<file path="src/verilog/cps_pkg.sv">
package cps_pkg;
	localparam logic [3:0] CPS_OFS_DIV = 4'h0;
	localparam logic [3:0] CPS_OFS_PWR = 4'h4;
	localparam logic [3:0] CPS_OFS_STAT = 4'h8;
	localparam int CPS_UNLOCK_BIT = 7;
	localparam int CPS_SE_BIT = 5;
	localparam int CPS_SM_HI = 4;
	localparam int CPS_SM_LO = 3;
	localparam logic [3:0] CPS_SEL_RST_PLAIN = 4'h0;
	localparam logic [3:0] CPS_SEL_RST_DIV8 = 4'h3;
	localparam logic [3:0] CPS_SEL_MAX = 4'h8;
	localparam logic [2:0] CPS_UNLOCK_CYC = 3'h4;
	localparam logic [3:0] CPS_WAKE_HALT = 4'h4;
	localparam logic [3:0] CPS_STBY_START = 4'h6;
	localparam logic [3:0] CPS_PD_START = 4'h8;

	typedef enum logic [1:0] {
		CPS_SM_IDLE  = 2'b00,
		CPS_SM_NOISE = 2'b01,
		CPS_SM_PDOWN = 2'b10,
		CPS_SM_STBY  = 2'b11
	} cps_mode_e;

	typedef enum logic [1:0] {
		CPS_ST_RUN   = 2'b00,
		CPS_ST_SLEEP = 2'b01,
		CPS_ST_START = 2'b10,
		CPS_ST_HALT  = 2'b11
	} cps_state_e;

	typedef struct packed {
		logic cpu;
		logic flash;
		logic io;
		logic adc;
		logic pll;
		logic osc;
	} cps_gate_s;

	typedef struct packed {
		logic ext_a_level;
		logic ext_b_level;
		logic pin_change;
		logic watchdog;
		logic serial;
		logic adc_done;
		logic nvm_ready;
		logic other_io;
	} cps_wake_s;
endpackage

</file>
<file path="src/verilog/cps_top.sv">
`timescale 1ns/1ps
module cps_top
	import cps_pkg::*;
(
	// Clock, reset, enable
	input  wire logic        SYS_CLK,
	input  wire logic        NRST,
	input  wire logic        CLK_EN,
	// Avalon-MM slave
	input  wire logic [3:0]  AVS_ADDRESS,
	input  wire logic        AVS_READ,
	input  wire logic        AVS_WRITE,
	input  wire logic [31:0] AVS_WRITEDATA,
	output logic      [31:0] AVS_READDATA,
	output logic             AVS_WAITREQUEST,
	// Fuse and core
	input  wire logic        DIV8_FUSE,
	input  wire logic        SLEEP_INSTR,
	input  wire logic        ADC_ENABLED,
	input  wire cps_wake_s   WAKE_SRC,
	// Clock gates and events
	output cps_gate_s        GATE_EN,
	output logic             SYS_TICK,
	output logic             CORE_RESUME,
	output logic             ADC_START
);
	// Registers
	logic       unlock_q, unlock_d;
	logic [2:0] ucnt_q, ucnt_d;
	logic [3:0] sel_q, sel_d;
	logic [3:0] act_q, act_d;
	logic [7:0] pre_q, pre_d;
	logic       se_q, se_d;
	logic [1:0] sm_q, sm_d;
	cps_state_e st_q, st_d;
	logic [3:0] wcnt_q, wcnt_d;
	logic       fuse_done_q, fuse_done_d;
	logic [31:0] rdata_q, rdata_d;
	logic       ack_q, ack_d;
	cps_gate_s  gate_q, gate_d;
	logic       tick_q, tick_d;
	logic       resume_q, resume_d;
	logic       adcst_q, adcst_d;

	logic       req, wr_div, wr_pwr, deep_wake, idle_wake, wake;
	logic [3:0] eff_sel;
	logic [7:0] mask;
	cps_mode_e  mode;

	// Bus answers one cycle after the request is seen
	assign req             = (AVS_READ | AVS_WRITE) & ~ack_q;
	assign AVS_WAITREQUEST = (AVS_READ | AVS_WRITE) & ~ack_q;
	assign AVS_READDATA    = rdata_q;
	assign wr_div = AVS_WRITE & ack_q & (AVS_ADDRESS == CPS_OFS_DIV);
	assign wr_pwr = AVS_WRITE & ack_q & (AVS_ADDRESS == CPS_OFS_PWR);
	assign GATE_EN     = gate_q;
	assign SYS_TICK    = tick_q;
	assign CORE_RESUME = resume_q;
	assign ADC_START   = adcst_q;
	assign mode = cps_mode_e'(sm_q);

	// Reserved codes fall back to the slowest defined factor
	assign eff_sel = (sel_q > CPS_SEL_MAX) ? CPS_SEL_MAX : sel_q;
	// Mask of prescaler bits that must be ones for a tick
	assign mask = 8'(({8'h0, 8'h1} << act_q) - 16'h1);

	// Wake qualifiers per mode; deep modes need level external irqs
	assign deep_wake = WAKE_SRC.ext_a_level | WAKE_SRC.ext_b_level
		| WAKE_SRC.pin_change | WAKE_SRC.watchdog
		| WAKE_SRC.serial;
	assign idle_wake = deep_wake | WAKE_SRC.adc_done
		| WAKE_SRC.nvm_ready;
	always_comb begin
		case (mode)
		CPS_SM_IDLE:  wake = idle_wake | WAKE_SRC.other_io;
		CPS_SM_NOISE: wake = idle_wake;
		default:      wake = deep_wake;
		endcase
	end

	// Next state of all control logic
	always_comb begin
		unlock_d    = unlock_q;
		ucnt_d      = ucnt_q;
		sel_d       = sel_q;
		act_d       = act_q;
		pre_d       = pre_q + 8'h1;
		se_d        = se_q;
		sm_d        = sm_q;
		st_d        = st_q;
		wcnt_d      = wcnt_q;
		fuse_done_d = 1'b1;
		ack_d       = req;
		rdata_d     = rdata_q;
		tick_d      = 1'b0;
		resume_d    = 1'b0;
		adcst_d     = 1'b0;
		// Strap sampled once after reset release
		if (!fuse_done_q) begin
			sel_d = DIV8_FUSE ? CPS_SEL_RST_DIV8 : CPS_SEL_RST_PLAIN;
			act_d = sel_d;
		end
		// Tick when low prescaler bits all ones: no glitch steps
		if ((pre_q & mask) == mask) begin
			tick_d = 1'b1;
			// New factor only taken on a tick boundary
			act_d = eff_sel;
			pre_d = 8'h0;
			// Timeout counted in divided cycles
			if (unlock_q) begin
				ucnt_d = ucnt_q + 3'h1;
				if (ucnt_q == CPS_UNLOCK_CYC - 3'h1)
					unlock_d = 1'b0;
			end
		end
		if (wr_div) begin
			if (AVS_WRITEDATA[7:0] == 8'h80) begin
				// Repeat write keeps running window
				if (!unlock_q) begin
					unlock_d = 1'b1;
					ucnt_d   = 3'h0;
				end
			end else if (!AVS_WRITEDATA[CPS_UNLOCK_BIT]) begin
				if (unlock_q)
					sel_d = AVS_WRITEDATA[3:0];
				unlock_d = 1'b0;
			end
		end
		if (wr_pwr) begin
			se_d = AVS_WRITEDATA[CPS_SE_BIT];
			sm_d = AVS_WRITEDATA[CPS_SM_HI:CPS_SM_LO];
		end
		if (req && AVS_READ) begin
			case (AVS_ADDRESS)
			CPS_OFS_DIV:  rdata_d = {24'h0, unlock_q, 3'h0, sel_q};
			CPS_OFS_PWR:  rdata_d = {26'h0, se_q, sm_q, 3'h0};
			CPS_OFS_STAT: rdata_d = {26'h0, st_q, act_q};
			default:      rdata_d = 32'h0;
			endcase
		end
		// Sleep sequencer
		case (st_q)
		CPS_ST_RUN: begin
			if (SLEEP_INSTR && se_q) begin
				st_d = CPS_ST_SLEEP;
				adcst_d = ADC_ENABLED &&
					(mode == CPS_SM_IDLE || mode == CPS_SM_NOISE);
			end
		end
		CPS_ST_SLEEP: begin
			if (wake) begin
				st_d = CPS_ST_START;
				wcnt_d = (mode == CPS_SM_PDOWN) ? CPS_PD_START
					: (mode == CPS_SM_STBY) ? CPS_STBY_START
					: 4'h1;
			end
		end
		CPS_ST_START: begin
			wcnt_d = wcnt_q - 4'h1;
			if (wcnt_q == 4'h1) begin
				st_d = CPS_ST_HALT;
				wcnt_d = CPS_WAKE_HALT;
			end
		end
		CPS_ST_HALT: begin
			wcnt_d = wcnt_q - 4'h1;
			if (wcnt_q == 4'h1) begin
				st_d = CPS_ST_RUN;
				resume_d = 1'b1;
			end
		end
		default: st_d = CPS_ST_RUN;
		endcase
		// Gates follow state; core stays off until halt ends
		gate_d = '{cpu: 1'b1, flash: 1'b1, io: 1'b1,
			adc: 1'b1, pll: 1'b1, osc: 1'b1};
		if (st_d != CPS_ST_RUN) begin
			gate_d.cpu   = 1'b0;
			gate_d.flash = 1'b0;
		end
		if (st_d == CPS_ST_SLEEP) begin
			case (mode)
			CPS_SM_IDLE: ;
			CPS_SM_NOISE: begin
				gate_d.io  = 1'b0;
				gate_d.pll = 1'b0;
			end
			CPS_SM_STBY: begin
				gate_d.io  = 1'b0;
				gate_d.adc = 1'b0;
				gate_d.pll = 1'b0;
			end
			default: begin
				gate_d.io  = 1'b0;
				gate_d.adc = 1'b0;
				gate_d.pll = 1'b0;
				gate_d.osc = 1'b0;
			end
			endcase
		end
	end

	// Register file and SRAM live in the core; gating never clears them.
	// Reset returns state to run so the core restarts at its vector.
	always_ff @(posedge SYS_CLK or negedge NRST) begin
		if (!NRST) begin
			unlock_q    <= 1'b0;
			ucnt_q      <= 3'h0;
			sel_q       <= CPS_SEL_RST_PLAIN;
			act_q       <= CPS_SEL_RST_PLAIN;
			pre_q       <= 8'h0;
			se_q        <= 1'b0;
			sm_q        <= 2'b00;
			st_q        <= CPS_ST_RUN;
			wcnt_q      <= 4'h0;
			fuse_done_q <= 1'b0;
			rdata_q     <= 32'h0;
			ack_q       <= 1'b0;
			gate_q      <= '1;
			tick_q      <= 1'b0;
			resume_q    <= 1'b0;
			adcst_q     <= 1'b0;
		end else if (CLK_EN) begin
			unlock_q    <= unlock_d;
			ucnt_q      <= ucnt_d;
			sel_q       <= sel_d;
			act_q       <= act_d;
			pre_q       <= pre_d;
			se_q        <= se_d;
			sm_q        <= sm_d;
			st_q        <= st_d;
			wcnt_q      <= wcnt_d;
			fuse_done_q <= fuse_done_d;
			rdata_q     <= rdata_d;
			ack_q       <= ack_d;
			gate_q      <= gate_d;
			tick_q      <= tick_d;
			resume_q    <= resume_d;
			adcst_q     <= adcst_d;
		end
	end

	// Checks
	a_unlock_bounded: assert property (@(posedge SYS_CLK) disable iff (!NRST)
		ucnt_q <= CPS_UNLOCK_CYC) else $error("unlock count overrun");
	a_reserved_zero: assert property (@(posedge SYS_CLK) disable iff (!NRST)
		ack_q && $past(AVS_ADDRESS) == CPS_OFS_DIV && $past(AVS_READ)
		|-> rdata_q[6:4] == 3'h0) else $error("reserved bits set");
	a_sleep_needs_se: assert property (@(posedge SYS_CLK) disable iff (!NRST)
		CLK_EN && st_q == CPS_ST_RUN && $past(st_q) == CPS_ST_RUN
		&& !se_q |=> st_q == CPS_ST_RUN) else $error("sleep without enable");
	a_idle_io_runs: assert property (@(posedge SYS_CLK) disable iff (!NRST)
		st_q == CPS_ST_SLEEP && mode == CPS_SM_IDLE && CLK_EN
		|=> gate_q.io) else $error("idle stopped io");
	a_cpu_off_asleep: assert property (@(posedge SYS_CLK) disable iff (!NRST)
		st_q == CPS_ST_SLEEP |-> !gate_q.cpu) else $error("cpu clock on");
	a_halt_length: assert property (@(posedge SYS_CLK) disable iff (!NRST)
		CLK_EN && st_q == CPS_ST_HALT && wcnt_q == CPS_WAKE_HALT
		|=> st_q == CPS_ST_HALT) else $error("halt too short");
	a_no_lock_change: assert property (@(posedge SYS_CLK) disable iff (!NRST)
		fuse_done_q && $past(fuse_done_q) && !$past(unlock_q)
		|-> sel_q == $past(sel_q)) else $error("select changed locked");
	a_tick_once: assert property (@(posedge SYS_CLK) disable iff (!NRST)
		tick_q && act_q != 4'h0 && CLK_EN |=> !tick_q)
		else $error("tick too fast");

	// Unlock and select checks

	// Anything but the bare unlock pattern leaves a closed window shut
	a_unlock_pattern: assert property (
		@(posedge SYS_CLK) disable iff (!NRST)
		CLK_EN && wr_div && !unlock_q && AVS_WRITEDATA[7:0] != 8'h80
		|=> !unlock_q) else $error("unlock opened by bad write");
	// Bare unlock pattern written to a closed window opens it
	a_unlock_opens: assert property (
		@(posedge SYS_CLK) disable iff (!NRST)
		CLK_EN && wr_div && AVS_WRITEDATA[7:0] == 8'h80 && !unlock_q
		|=> unlock_q) else $error("unlock not opened");
	// Any select write closes the window at once
	a_select_closes: assert property (
		@(posedge SYS_CLK) disable iff (!NRST)
		CLK_EN && wr_div && !AVS_WRITEDATA[CPS_UNLOCK_BIT]
		|=> !unlock_q) else $error("unlock left open");
	// A repeated unlock never winds the timeout back
	a_repeat_keeps: assert property (
		@(posedge SYS_CLK) disable iff (!NRST)
		CLK_EN && wr_div && AVS_WRITEDATA[7:0] == 8'h80 && unlock_q
		|=> ucnt_q >= $past(ucnt_q)) else $error("timeout restarted");
	// Code written inside the window is the code stored
	a_code_taken: assert property (
		@(posedge SYS_CLK) disable iff (!NRST)
		CLK_EN && wr_div && !AVS_WRITEDATA[CPS_UNLOCK_BIT] && unlock_q
		|=> sel_q == $past(AVS_WRITEDATA[3:0])) else $error("code lost");
	// Strap value lands in the select field after reset
	a_fuse_load: assert property (
		@(posedge SYS_CLK) disable iff (!NRST)
		CLK_EN && !fuse_done_q
		|=> sel_q == ($past(DIV8_FUSE) ? CPS_SEL_RST_DIV8
			: CPS_SEL_RST_PLAIN)) else $error("fuse value not loaded");
	// Divider never runs a reserved factor
	a_factor_defined: assert property (
		@(posedge SYS_CLK) disable iff (!NRST)
		act_q <= CPS_SEL_MAX) else $error("undefined factor");
	// Low enable freezes the sequencer and the divider
	a_enable_freeze: assert property (
		@(posedge SYS_CLK) disable iff (!NRST)
		!CLK_EN |=> $stable(st_q) && $stable(pre_q))
		else $error("state moved while frozen");

	// Sleep gate checks

	// Idle stops only core and flash
	a_idle_gates: assert property (
		@(posedge SYS_CLK) disable iff (!NRST)
		st_q == CPS_ST_SLEEP && mode == CPS_SM_IDLE
		|-> !gate_q.flash && gate_q.adc && gate_q.pll && gate_q.osc)
		else $error("idle gates wrong");
	// Noise mode keeps converter and source only
	a_noise_gates: assert property (
		@(posedge SYS_CLK) disable iff (!NRST)
		st_q == CPS_ST_SLEEP && mode == CPS_SM_NOISE
		|-> gate_q.adc && gate_q.osc && !gate_q.io && !gate_q.pll)
		else $error("noise gates wrong");
	// Power-down stops every clock and the source
	a_pdown_gates: assert property (
		@(posedge SYS_CLK) disable iff (!NRST)
		st_q == CPS_ST_SLEEP && mode == CPS_SM_PDOWN
		|-> gate_q == '0) else $error("power-down gates wrong");
	// Standby differs from power-down only by the running source
	a_stby_gates: assert property (
		@(posedge SYS_CLK) disable iff (!NRST)
		st_q == CPS_ST_SLEEP && mode == CPS_SM_STBY
		|-> gate_q.osc && !gate_q.io && !gate_q.adc)
		else $error("standby gates wrong");

	// Wake checks

	// Deep modes ignore sources other than the listed ones
	a_deep_ignores: assert property (
		@(posedge SYS_CLK) disable iff (!NRST)
		CLK_EN && st_q == CPS_ST_SLEEP && mode == CPS_SM_PDOWN
		&& !deep_wake |=> st_q == CPS_ST_SLEEP)
		else $error("woke on wrong source");
	// Standby start-up is loaded at six cycles
	a_stby_start: assert property (
		@(posedge SYS_CLK) disable iff (!NRST)
		CLK_EN && st_q == CPS_ST_SLEEP && mode == CPS_SM_STBY && wake
		|=> wcnt_q == CPS_STBY_START) else $error("standby start-up");
	// Idle entry with converter on starts a conversion
	a_adc_start: assert property (
		@(posedge SYS_CLK) disable iff (!NRST)
		CLK_EN && st_q == CPS_ST_RUN && SLEEP_INSTR && se_q
		&& ADC_ENABLED && mode == CPS_SM_IDLE
		|=> adcst_q) else $error("no conversion start");
	// Resume pulse only once the core clock runs again
	a_resume_run: assert property (
		@(posedge SYS_CLK) disable iff (!NRST)
		resume_q |-> st_q == CPS_ST_RUN && gate_q.cpu)
		else $error("resume while halted");
	// Sleep never keeps the flash clock on
	a_flash_off: assert property (
		@(posedge SYS_CLK) disable iff (!NRST)
		st_q != CPS_ST_RUN |-> !gate_q.flash)
		else $error("flash clock on");
endmodule
</file>
<file path="config.mk">
export PLATFORM = sky130hd
export DESIGN_NAME = cps_top
export DESIGN_NICKNAME = d
export VERILOG_FILES = /design/src/verilog/cps_pkg.sv /design/src/verilog/cps_top.sv
export SDC_FILE = /design/constraint.sdc
export NUM_CORES = 1
export LEC_CHECK = 0
export BUFFER_PORTS_ARGS = -buffer_cell sky130_fd_sc_hd__clkbuf_2
export CELL_PAD_IN_SITES_DETAIL_PLACEMENT = 2
export CELL_PAD_IN_SITES_GLOBAL_PLACEMENT = 2
export CORE_ASPECT_RATIO = 0.8
export CORE_UTILIZATION = 26
export DETAILED_ROUTE_END_ITERATION = 16
export GPL_ROUTABILITY_DRIVEN = 0
export PLACE_DENSITY = 0.81
export SLEW_MARGIN = 20
export SYNTH_ARGS = -nofsm -noshare
export SYNTH_HDL_FRONTEND = slang
export SYNTH_SLANG_ARGS = --single-unit
</file>
<file path="constraint.sdc">
create_clock -name SYS_CLK -period 3.1 [get_ports SYS_CLK]
set_clock_uncertainty 0.15 [all_clocks]
set_input_delay 0.62 -clock SYS_CLK [delete_from_list [all_inputs] [get_ports SYS_CLK]]
set_output_delay 0.62 -clock SYS_CLK [all_outputs]
set_load 0.1 [all_outputs]
</file>
==> metrics.txt <==
# TYPE chip_impl_metric gauge
chip_impl_metric{name="relSlewSlack",unit="%"} 56.5
chip_impl_metric{name="critical_path.max_fanout",unit=""} 7
chip_impl_metric{name="dp_slack",unit="ns"} 0.0164
chip_impl_metric{name="place_inst",unit=""} 472
chip_impl_metric{name="drt_pass1_iterations",unit=""} 4
chip_impl_metric{name="num-fill-cells",unit=""} 1165
chip_impl_metric{name="max_cap_violations",unit=""} 0
chip_impl_metric{name="global_route_met1_utilization",unit="%"} 21.6
chip_impl_metric{name="yosysSeqAreaShare",unit="%"} 41.6
chip_impl_metric{name="arrival",unit="ns"} 3.05
chip_impl_metric{name="floorplan_die_area",unit="um2"} 10900
chip_impl_info{name="path_class",value="flop to flop"} 1
chip_impl_metric{name="fin_worst_hold_slack",unit="ns"} 0.200
chip_impl_info{name="rr_startpoint",value="act_q[3]"} 1
chip_impl_metric{name="number_of_placement_rows",unit=""} 33
chip_impl_metric{name="die_width",unit="um"} 116
chip_impl_metric{name="timing.final.ws_setup",unit="ns"} 0.0643
chip_impl_metric{name="clock_insertion_delay_worst_skew",unit="ns"} 0.29
chip_impl_metric{name="power_density",unit="nW/um2"} 878
chip_impl_info{name="clockRootBuffer",value="clkbuf_16"} 1
chip_impl_info{name="run_status",value="finished, final reports clean"} 1
chip_impl_info{name="worst_setup_ep_type",value="flop"} 1
chip_impl_metric{name="worst_r2r_path_depth",unit=""} 8
chip_impl_metric{name="finalCriticalPeriod",unit="ns"} 3.04
chip_impl_metric{name="ioPinCount",unit=""} 94
chip_impl_metric{name="grt_max_degree",unit=""} 28
chip_impl_info{name="worstHoldPathType",value="primary input to async pin"} 1
chip_impl_metric{name="final_util",unit="%"} 32.1
chip_impl_metric{name="finalInstanceArea",unit="um2"} 3280
chip_impl_metric{name="final-setup-viol-count",unit=""} 0
chip_impl_info{name="tritoncts",value="done"} 1
chip_impl_metric{name="area_growth_syn_to_layout",unit="%"} 20.5
chip_impl_info{name="path_delay_family",value="compound AO/OA/AOI/OAI gates"} 1
chip_impl_metric{name="critPathBufInv",unit=""} 0
chip_impl_metric{name="final-instance-count-excl-fill",unit=""} 484
chip_impl_metric{name="holdBufCountCts",unit=""} 0
chip_impl_metric{name="postRouteWirelength",unit="mm"} 8.14
chip_impl_metric{name="wl_per_cell",unit="um"} 16.8
chip_impl_metric{name="grt_pass1_wl",unit="mm"} 13.3
chip_impl_metric{name="fp.dieH",unit="um"} 93.5
chip_impl_info{name="post_synth_main_area_contributors",value="dfrtp_1 38%, buf_4 7.5%, dfstp_2 3.9%"} 1
chip_impl_metric{name="core",unit="um2"} 10200
chip_impl_metric{name="clock_path_buffers",unit=""} 2
chip_impl_info{name="crit_chain",value="or4_2 -> ha_2 -> nor2_1 -> a221o_1 -> a211oi_4 -> o211a_4 -> mux2i_2 -> a22oi_1"} 1
chip_impl_metric{name="cts-buffers-inserted",unit=""} 5
chip_impl_metric{name="p_total",unit="mW"} 2.88
chip_impl_metric{name="ys_types",unit=""} 61
chip_impl_info{name="worst_r2r_endpoint",value="act_q[0]"} 1
chip_impl_metric{name="synth.cell_area",unit="um2"} 2720
chip_impl_info{name="post-synth-top-area-cell",value="dfrtp_1"} 1
chip_impl_metric{name="power.leakage",unit="nW"} 1.50
chip_impl_metric{name="layout_worst_path_cycle_share",unit="%"} 97.9
chip_impl_metric{name="grt_usage",unit="%"} 16.1
chip_impl_metric{name="synthesis.area_per_instance",unit="um2"} 9.41
chip_impl_metric{name="grt_use_met3",unit="%"} 2.92
chip_impl_metric{name="number_of_global_route_vias_before_repair",unit=""} 2530
chip_impl_metric{name="maxSlewViolCount",unit=""} 0
chip_impl_metric{name="placed_cell_area",unit="um2"} 3050
chip_impl_info{name="yosys_most_used_dff",value="dfrtp_1"} 1
chip_impl_metric{name="global_route.usage.met2",unit="%"} 26.7
chip_impl_metric{name="clock_tree.htree_level_count",unit=""} 2
chip_impl_metric{name="global_route.overflow_total",unit=""} 0
chip_impl_metric{name="max_freq",unit="MHz"} 329
chip_impl_info{name="gr-max-usage-layer",value="met2"} 1
chip_impl_metric{name="yosys_warnings",unit=""} 0
chip_impl_metric{name="hold_violations",unit=""} 0
chip_impl_metric{name="route.antenna.remaining_nets",unit=""} 0
chip_impl_metric{name="cts.clk_slew.worst_paths",unit="ns"} 0.07
chip_impl_metric{name="clock_sinks",unit=""} 45
chip_impl_metric{name="final_nets",unit=""} 401
chip_impl_metric{name="asyncSetResetFlopFracSynth",unit="%"} 100
chip_impl_metric{name="detailroute.via_count",unit=""} 2300
chip_impl_metric{name="place_hpwl",unit="mm"} 6.31
chip_impl_metric{name="ys_seq_elements",unit=""} 45
chip_impl_metric{name="drive_above_1_share",unit="%"} 27.3
chip_impl_metric{name="setup_tns",unit="ns"} 0
chip_impl_metric{name="cp_slowest_stage_delay",unit="ns"} 0.68
chip_impl_info{name="start_kind",value="flop"} 1
chip_impl_metric{name="worstMarginPinSlew",unit="ns"} 0.653
chip_impl_info{name="worst_path_cell_with_the_longest_stage_delay",value="or4_2"} 1
chip_impl_metric{name="initial_utilization",unit="%"} 26.7
chip_impl_metric{name="detailedRoute.firstIterationViolations",unit=""} 84
chip_impl_metric{name="worst-endpoint-required",unit="ns"} 3.11
chip_impl_metric{name="diodes",unit=""} 0
chip_impl_metric{name="peakVddDrop",unit="mV"} 0.269
chip_impl_metric{name="synth.top_cell.area_share",unit="%"} 37.7
chip_impl_metric{name="io_buffer_count",unit=""} 44
chip_impl_metric{name="syn_inst",unit=""} 289
chip_impl_metric{name="total_drc_errors_in_the_routed_layout",unit=""} 0
chip_impl_metric{name="synth-edff-count",unit=""} 0
chip_impl_metric{name="initial_antenna_violation_count",unit=""} 0
chip_impl_metric{name="regToRegSetupSlack",unit="ns"} 0.06
chip_impl_metric{name="post_drt_via_cell_ratio",unit=""} 4.75
-- flip-flops by register name, summed over array words and instances (netlist names), 2 cells and up --
name          count
mode              2
sel_q             4
st_q              2
GATE_EN           4
act_q             4
pre_q             8
AVS_READDATA      7
wcnt_q            4
ucnt_q            3
-- layout by cell type, fill, tap and decap left out, drive strengths merged, types with 3 or more instances in the layout --
cell type,n
o21ai,18
nor3,6
dfstp,4
or4,4
a32o,3
inv,19
mux2i,9
dfrtp,41
buf,16
o32a,3
xnor2,3
a21oi,10
a211oi,3
conb,25
nor2,21
o21a,3
o2bb2ai,5
nand3,7
nor4,3
nand2,26
clkbuf,51
a21o,6
mux2,4
nor2b,5
or2,3
ha,6
a22oi,3
a22o,4
-- worst max-delay path by stage --
stage                     slack [ns]      from  depth (start not counted)        end
final                           0.06  act_q[3]                          8   act_q[0]
after global routing          -0.005  act_q[3]                          8   act_q[0]
after CTS                       0.03  act_q[3]                          8   act_q[0]
after floorplan                 0.02  act_q[3]                          9   act_q[3]
after detailed placement        0.02  act_q[3]                          8   act_q[0]
after global placement          0.10  act_q[3]                          8  ucnt_q[1]
-- worst register-to-register path: stages (launching register included) --
cell and delay [ns]:
dfrtp_2 0.45, or4_2 0.68, ha_2 0.34, nor2_1 0.04, a221o_1 0.30, a211oi_4 0.29, o211a_4 0.31, mux2i_2 0.24
a22oi_1 0.09
-- routing by layer --
metal	vias to the layer above	wire [um]	share of wire, %
met2	49	3920	48
met5	-	0	0
met1	1166	3850	47
met3	8	285	3.5
met4	0	84	1.0
li1	1077	-	-
-- logic make-up after synthesis --
group           after synthesis  share of synthesized area (%)
flops                        45                           41.6
simple gates                 88                           16.3
xor+xnor                      5                           1.61
buf+inv                      57                           11.9
other cells                   1                          0.138
compound gates               74                           20.7
fa+ha+maj                     6                           2.76
mux                          13                           4.97
-- synth_stat cells (all sizes together), types with 4 or more instances --
library cell  number
a21o               6
a21oi             10
a22o               4
buf               30
clkbuf             7
dfrtp             41
dfstp              4
ha                 6
inv               19
mux2               4
mux2i              9
nand2             26
nand3              7
nor2              21
nor2b              5
nor3               6
o21ai             18
o2bb2ai            5
or4                4
-- what timing repair did --
item | in CTS | in global routing
pin swaps | 0 | 2
buffers inserted | 0 | 4
setup endpoints to repair | 1 | 5
resized for setup | 3 | 3
-- power breakdown --
group	internal [mW]	switching, mW	total, mW
combinational	0.435	0.874	1.31
sequential	0.728	0.202	0.930
clock	0.403	0.234	0.638
-- area by class of cell --
class	instances	area [um2]	area share, %
clock inverter	1	30.0	0.916
inverter	20	75.1	2.29
sequential	45	1130	34.6
timing repair buffer	60	340	10.4
clock buffer	7	143	4.35
multi-input combinational	211	1380	42.2
tap	140	175	5.35
No activity file was read; power rests on OpenSTA's default activity.
